[config.mk]
export PLATFORM = sky130hd
export DESIGN_NAME = operand_access
export DESIGN_NICKNAME = d
export VERILOG_FILES = /design/src/include/operand_access_pkg.sv /design/src/operand_access.sv
export SDC_FILE = /design/constraint.sdc
export NUM_CORES = 1
export LEC_CHECK = 0
export BUFFER_PORTS_ARGS = -buffer_cell sky130_fd_sc_hd__buf_2
export CORE_MARGIN = 2
export CORE_UTILIZATION = 45
export DETAILED_ROUTE_END_ITERATION = 7
export GPL_TIMING_DRIVEN = 1
export PLACE_DENSITY_LB_ADDON = 0.3
export REMOVE_ABC_BUFFERS = 1
export SKIP_LAST_GASP = 1
export SYNTH_ARGS = -nofsm -noshare
export SYNTH_HDL_FRONTEND = slang
export SYNTH_SLANG_ARGS = --single-unit
[constraint.sdc]
create_clock -name mclk -period 3.2 [get_ports mclk]
set_input_delay 0.32 -clock mclk [delete_from_list [all_inputs] [get_ports mclk]]
set_output_delay 0.32 -clock mclk [all_outputs]
set_load 0.01 [all_outputs]
[src/include/operand_access_pkg.sv]
/*
  constants for the operand access unit: word and byte address layout,
  byte lanes, memory span and the operation classes, general and word-wide.
  assumes a 16-bit memory of 32768 words.
*/
package operand_access_pkg;
  // ==========================================================
  // widths and memory span
  localparam int WORD_W          = 16;
  localparam int BYTE_W          = 8;
  localparam int MEM_WORDS       = 32768;
  localparam int MEM_BYTES       = 65536;
  localparam int WADDR_W         = 15;
  // ==========================================================
  // field positions
  localparam int PTR_CHAIN_BIT   = 15;
  localparam int BYTE_SEL_BIT    = 0;
  localparam int HI_LANE_LSB     = 8;
  localparam int LO_LANE_LSB     = 0;
  // ==========================================================
  // reset values
  localparam logic       MODE_RESET = 1'b0;
  localparam logic [15:0] ZERO_WORD = 16'h0000;
  localparam logic [7:0]  ZERO_BYTE = 8'h00;
  // ==========================================================
  // operation classes
  typedef enum logic [2:0] {
    OP_GENERAL                  = 3'b000,
    OP_INCREMENT_MEMORY_AND_SKIP = 3'b001,
    OP_MULTIPLY                 = 3'b010,
    OP_DIVIDE                   = 3'b011,
    OP_NORMALIZE                = 3'b100,
    OP_JUMP                     = 3'b101,
    OP_JUMP_AND_STORE           = 3'b110
  } op_class_t;
  // ==========================================================
  // cycle kinds on the memory port
  typedef enum logic [1:0] {
    CYC_FETCH   = 2'b00,
    CYC_POINTER = 2'b01,
    CYC_OPERAND = 2'b10
  } cycle_kind_t;
endpackage

[src/operand_access.sv]
/*
  operand access unit: keeps the word/byte mode, forms memory addresses,
  walks indirect pointers and loads operands into a destination register.
  assumes a memory that answers a read with rdValid some cycles later and
  accepts one request at a time; the sequencer waits for done.
*/
// Summary of operation
// - word mode loads full sixteen bits
// - byte load fills low byte, clears high
// - byte always lands in register low byte
// - byte operands are zero extended, unsigned
// - peripheral input stored low byte, high zero
// - memory spans 32768 words, 65536 bytes
// - word address bits 0-14, bit 15 zero
// - byte address word in bits 15-1
// - select bit zero high byte, one low
// - general operand addresses follow current mode
// - fetch and pointer cycles always word addressed
// - one indirect level bytes, unlimited words
// - byte pointer used directly as byte address
// - word pointer bits 0-14 give next word
// - word pointer bit 15 set fetches again
// - consecutive byte addresses step through buffers
// - two commands switch mode, mode persists
// - listed arithmetic and jump ops stay word wide
// - byte mode alters only address and operand
`timescale 1ns/1ps
module operand_access (
  input  wire logic                          mclk,
  input  wire logic                          rst,
  input  wire logic                          setByteMode,   // mode command pulse
  input  wire logic                          setWordMode,   // mode command pulse
  input  wire logic                          start,         // operand request pulse
  input  wire operand_access_pkg::op_class_t opClass,       // class of the instruction
  input  wire logic                          indirect,      // first address is a pointer
  input  wire logic [15:0]                   effAddr,       // effective address
  input  wire logic                          fetchReq,      // instruction fetch request
  input  wire logic [14:0]                   fetchAddr,     // program counter
  input  wire logic                          peripheralIn,  // store peripheral data
  input  wire logic [7:0]                    peripheralByte,
  input  wire logic [15:0]                   rdData,        // memory read data
  input  wire logic                          rdValid,       // memory read answer
  output      logic [15:0]                   memAddr,       // word address to memory
  output      logic                          memRead,
  output      logic                          memWrite,
  output      logic [15:0]                   memWData,
  output      logic [15:0]                   regData,       // destination register value
  output      logic                          regLoad,       // one-cycle load strobe
  output      logic [15:0]                   nextByteAddr,  // stepped byte address
  output      logic                          byteMode,      // current mode
  output      logic                          busy
);
  // ==========================================================
  // state
  typedef enum logic [1:0] {
    ST_IDLE    = 2'b00,
    ST_POINTER = 2'b01,
    ST_OPERAND = 2'b10,
    ST_FETCH   = 2'b11
  } state_t;

  state_t      state;           // sequencer state
  state_t      next_state;
  logic [15:0] curAddr;         // address being resolved
  logic [15:0] next_curAddr;
  logic        opByte;          // this access is byte wide
  logic        next_opByte;
  logic        next_mode;

  // ==========================================================
  // helpers
  // word address form: location in 0-14, top bit zero
  function automatic logic [15:0] word_form(input logic [14:0] loc);
    word_form = {1'b0, loc};
  endfunction

  // selects a byte lane and zero extends it into the low byte
  function automatic logic [15:0] lane_pick(input logic [15:0] w, input logic sel);
    lane_pick = sel ? {operand_access_pkg::ZERO_BYTE, w[7:0]}
                    : {operand_access_pkg::ZERO_BYTE, w[15:8]};
  endfunction

  // ==========================================================
  // decode
  wire wordOnly = (opClass != operand_access_pkg::OP_GENERAL);
  wire useByte  = byteMode && !wordOnly;
  // byte address: word in bits 15-1, lane in bit 0
  wire [14:0] byteWordLoc = curAddr[15:1];
  wire        byteLane    = curAddr[operand_access_pkg::BYTE_SEL_BIT];
  wire        chainOn     = rdData[operand_access_pkg::PTR_CHAIN_BIT];
  wire [15:0] operandVal  = opByte ? lane_pick(rdData, byteLane) : rdData;

  // mode flip: word command wins if both arrive together
  assign next_mode = setWordMode ? 1'b0 : (setByteMode ? 1'b1 : byteMode);

  // ==========================================================
  // next state
  always_comb begin
    next_state  = state;
    next_curAddr = curAddr;
    next_opByte = opByte;
    unique case (state)
      ST_IDLE: begin
        if (start) begin
          next_opByte  = useByte;
          next_curAddr = effAddr;
          next_state   = indirect ? ST_POINTER : ST_OPERAND;
        end else if (fetchReq) begin
          next_curAddr = word_form(fetchAddr);
          next_state   = ST_FETCH;
        end
      end
      ST_POINTER: begin
        if (rdValid) begin
          if (opByte) begin
            next_curAddr = rdData;
            next_state   = ST_OPERAND;
          end else begin
            next_curAddr = word_form(rdData[14:0]);
            next_state   = chainOn ? ST_POINTER : ST_OPERAND;
          end
        end
      end
      ST_OPERAND: begin
        if (rdValid) begin
          next_state = ST_IDLE;
        end
      end
      ST_FETCH: begin
        if (rdValid) begin
          next_state = ST_IDLE;
        end
      end
    endcase
  end

  // ==========================================================
  // memory address: pointer and fetch cycles are word addressed
  wire [15:0] wordAddrNow = word_form(curAddr[14:0]);
  wire [15:0] opAddrNow   = opByte ? word_form(byteWordLoc) : wordAddrNow;
  wire [15:0] next_memAddr = (next_state == ST_OPERAND) ?
                             (next_opByte ? word_form(next_curAddr[15:1])
                                          : word_form(next_curAddr[14:0]))
                           : word_form(next_curAddr[14:0]);

  // ==========================================================
  // sequencer registers
  always_ff @(posedge mclk) begin
    if (rst) begin
      state    <= ST_IDLE;
      curAddr  <= operand_access_pkg::ZERO_WORD;
      opByte   <= 1'b0;
      byteMode <= operand_access_pkg::MODE_RESET;
    end else begin
      state    <= next_state;
      curAddr  <= next_curAddr;
      opByte   <= next_opByte;
      byteMode <= next_mode;
    end
  end

  // memory request outputs, registered
  always_ff @(posedge mclk) begin
    if (rst) begin
      memAddr <= operand_access_pkg::ZERO_WORD;
      memRead <= 1'b0;
    end else begin
      memAddr <= next_memAddr;
      // one read per cycle entered; re-issued on each chained pointer
      memRead <= (next_state != ST_IDLE) &&
                 ((state == ST_IDLE) || rdValid);
    end
  end

  // register load
  always_ff @(posedge mclk) begin
    if (rst) begin
      regData <= operand_access_pkg::ZERO_WORD;
      regLoad <= 1'b0;
    end else begin
      regLoad <= (state == ST_OPERAND) && rdValid;
      if ((state == ST_OPERAND) && rdValid) begin
        regData <= operandVal;
      end
    end
  end

  // peripheral input stored one byte per word, high byte cleared
  always_ff @(posedge mclk) begin
    if (rst) begin
      memWrite <= 1'b0;
      memWData <= operand_access_pkg::ZERO_WORD;
    end else begin
      memWrite <= peripheralIn && (state == ST_IDLE);
      if (peripheralIn) begin
        memWData <= {operand_access_pkg::ZERO_BYTE, peripheralByte};
      end
    end
  end

  // stepping: the next consecutive byte address, wraps over 65536
  always_ff @(posedge mclk) begin
    if (rst) begin
      nextByteAddr <= operand_access_pkg::ZERO_WORD;
    end else if ((state == ST_OPERAND) && rdValid) begin
      nextByteAddr <= curAddr + 16'h0001;
    end
  end

  assign busy = (state != ST_IDLE);
endmodule

==> impl_metrics.yaml <==
status:
  status: "finished, final reports clean"
logic_synthesis:
  yosysWarnings: 0
  synth_xor_area_frac: 0.0291
  synth_edf_count: 0
  synth_most_common_cell: "dfxtp_1"
  synth-adder-area-share: 0.00347
  synth_top_area_share: 0.433
  syn_area_sq_mm: 0.00361
  synth_compound_area_frac: 0.163
  yosysSeqAreaShare: 0.433
  synth_top_family_by_area: "simple AND/OR/NAND/NOR gates"
  synthSimpleGateAreaFrac: 0.199
  syn_area_per_cell_sq_um: 8.82
  synthTopCellsByArea: "dfxtp_1 43%, mux2i_1 5.5%, nand3_1 4.7%, a211oi_1 4.6%, nor2_1 4.3%"
  yosysTopAreaCell: "dfxtp_1"
  synth.distinct_cells: 43
  syn_inst: 409
  dominantRegCellSynth: "dfxtp_1"
  yosys-top-cells-count: "78 x dfxtp_1, 41 x nor2_1, 34 x nand2_1, 34 x nand3_1, 22 x a211oi_1"
  async_flop_share: 0
  ys_ff_latch: 78
  synthMuxAreaShare: 0.109
floorplanning:
  design.core.area_sq_mm: 0.00777
  rows: 32
  die_x_microns: 93.5
  initial_utilization: 0.465
  dieArea_sq_mm: 0.00875
  num_io_pins: 136
  die_h_microns: 93.5
final_layout:
  layout-drive-gt1-share: 0.299
  final_util: 0.569
  fill_cells: 750
  final_nets: 585
  syn_to_final_growth_pct: 22.4
  diodes: 0
  register_area_sq_mm: 0.00156
  stdcell_area_sq_mm: 0.00442
  multiInputGateArea_sq_mm: 0.00185
  fin_cells: 623
drt:
  antenna_left: 0
  vias_per_cell: 5.45
  drt-total-wl_mm: 9.95
  drtPass1Iterations: 4
  post_drt_wl_per_cell_microns: 16.0
  drc: 0
  vias: 3395
  drtIter0Drc: 171
global_routing:
  grtUsageTotal: 0.234
  grt_pass1_vias: 3213
  grt_first_pass_wirelength_mm: 15.8
  overflow: 0
  grt_start_max_net_pins: 56
  antenna_found_initial: 0
placed_design:
  place_area_sq_mm: 0.00422
  port_buffers: 126
  dp_hpwl_mm: 7.18
  gp_congestion: 0.857
  dp_slack_ns: 1.00
  post-place-cells: 608
timing:
  rsz0062_at_grt: "false"
  final_hold_viol_count: 0
  setup_tns_ns: 0
  fin_ws_ns: 1.02
  finalMaxSlewViolations: 0
  finalSetupViolations: 0
  hold-worst-slack_ns: 0.125
  fin_skew_ns: 0.00656
  period_share: 0.681
  slew_headroom: 0.317
  period_needed_ns: 2.18
  fmax_mhz: 459
  worst_pin_slew_ns: 1.02
cts:
  clkSinkCount: 78
  cts_buffers: 9
  clock_latency_ns: 0.35
  cts.htree.levels: 3
  cts_hold_repair.buffers: 0
  postCtsSetupBuffers: 0
  clk_pin_slew_ns: 0.07
  cts_buffer_depth: 2
  cts-resized-gates: 0
  tritoncts: "built"
  cts_root_buf: "clkbuf_8"
pwr:
  total_power_mw: 2.32
  p_per_area_mw_per_mm2: 525
  p_leak_nw: 1.94
  ir_drop_uv: 252
setup_path:
  r2r_end: "memAddr[13]$_SDFF_PP0_"
  r2r_setup_slack_ns: 1.02
  crit_path_start_kind: "register"
  crit_path_end_kind: "register"
  criticalPathCategory: "register to register"
  reg2regPathDepth: 6
  cp_max_fo: 17
  worstPathArrival_ns: 2.47
  worstPathRequired_ns: 3.49
  reg2reg_from: "state[0]$_SDFF_PP0_"
hold_path:
  hold_path_class: "input pin to register"
  hold_end: "byteMode$_SDFFE_PP0P_"
  min_from: "setWordMode"
  hold_path_depth: 2
flow_run:
  maxCapViolCount: 0
==> flip-flops by register name, indices dropped and copies added (netlist names) <==
register	cells
state	2
regData	16
byteMode	1
memWData	8
memWrite	1
memAddr	15
memRead	1
opByte	1
curAddr	16
nextByteAddr	16
regLoad	1
==> report_power, final <==
part	internal (mW)	switching [mW]	leakage, nW
Sequential	1.06	0.0721	0.641
Combinational	0.186	0.252	1.19
Clock	0.399	0.349	0.102
==> logic make-up (layout without fill, tap and decap cells) <==
kind of cell / count (synthesis) / count (layout)
multiplexers: 37 / 37
other: 1 / 9
buffers and inverters: 47 / 151
adder cells (fa/ha/maj): 1 / 1
AO/OA/AOI/OAI: 86 / 86
AND/OR/NAND/NOR: 147 / 147
XOR/XNOR: 12 / 12
flip-flops: 78 / 78
==> worst max path at each step <==
stage,from,endpoint,slack [ns],cells past startpoint
CTS,state[1]$_SDFF_PP0_,memAddr[14]$_SDFF_PP0_,1.05,5
floorplan,state[0]$_SDFF_PP0_,memAddr[0]$_SDFF_PP0_,0.62,6
detailed placement,fetchReq,memAddr[13]$_SDFF_PP0_,1.00,6
finish,state[0]$_SDFF_PP0_,memAddr[13]$_SDFF_PP0_,1.02,6
global placement,fetchReq,memAddr[10]$_SDFF_PP0_,1.08,6
global route,state[1]$_SDFF_PP0_,memAddr[7]$_SDFF_PP0_,0.80,4
==> worst max-delay path: stages, from the launching register on <==
cell and delay, ns:
dfxtp_1 0.67, buf_4 0.30, nor2b_2 0.31, or2_2 0.27, nand2_1 0.08, a41oi_1 0.30, mux2_1 0.19
==> cell usage in the layout, fill, tap and decap left out, types with 11 or more instances in the layout <==
master and count:
a211oi_1 22, a21oi_1 19, buf_2 126, clkbuf_8 11, dfxtp_1 78, mux2i_1 20
nand2_1 34, nand3_1 34, nor2_1 41, o21ai_0 13
==> cell type report <==
type	count	area share
clock inverter	3	0.00991
multi-input combinational	292	0.419
inverter	7	0.00595
tap	102	0.0289
clock buffer	12	0.0351
timing repair buffer	129	0.148
sequential	78	0.353
==> metal layers <==
layer | wire length (microns) | vias to the layer above | share of wire | track usage
met5 | 0 | - | 0 | 0
met1 | 4180 | 1540 | 0.42 | 0.300
met2 | 4580 | 176 | 0.46 | 0.366
met3 | 956 | 19 | 0.096 | 0.0596
li1 | - | 1660 | - | -
met4 | 234 | 0 | 0.024 | 0.111
Note: power is estimated with default switching activity, not from simulation.
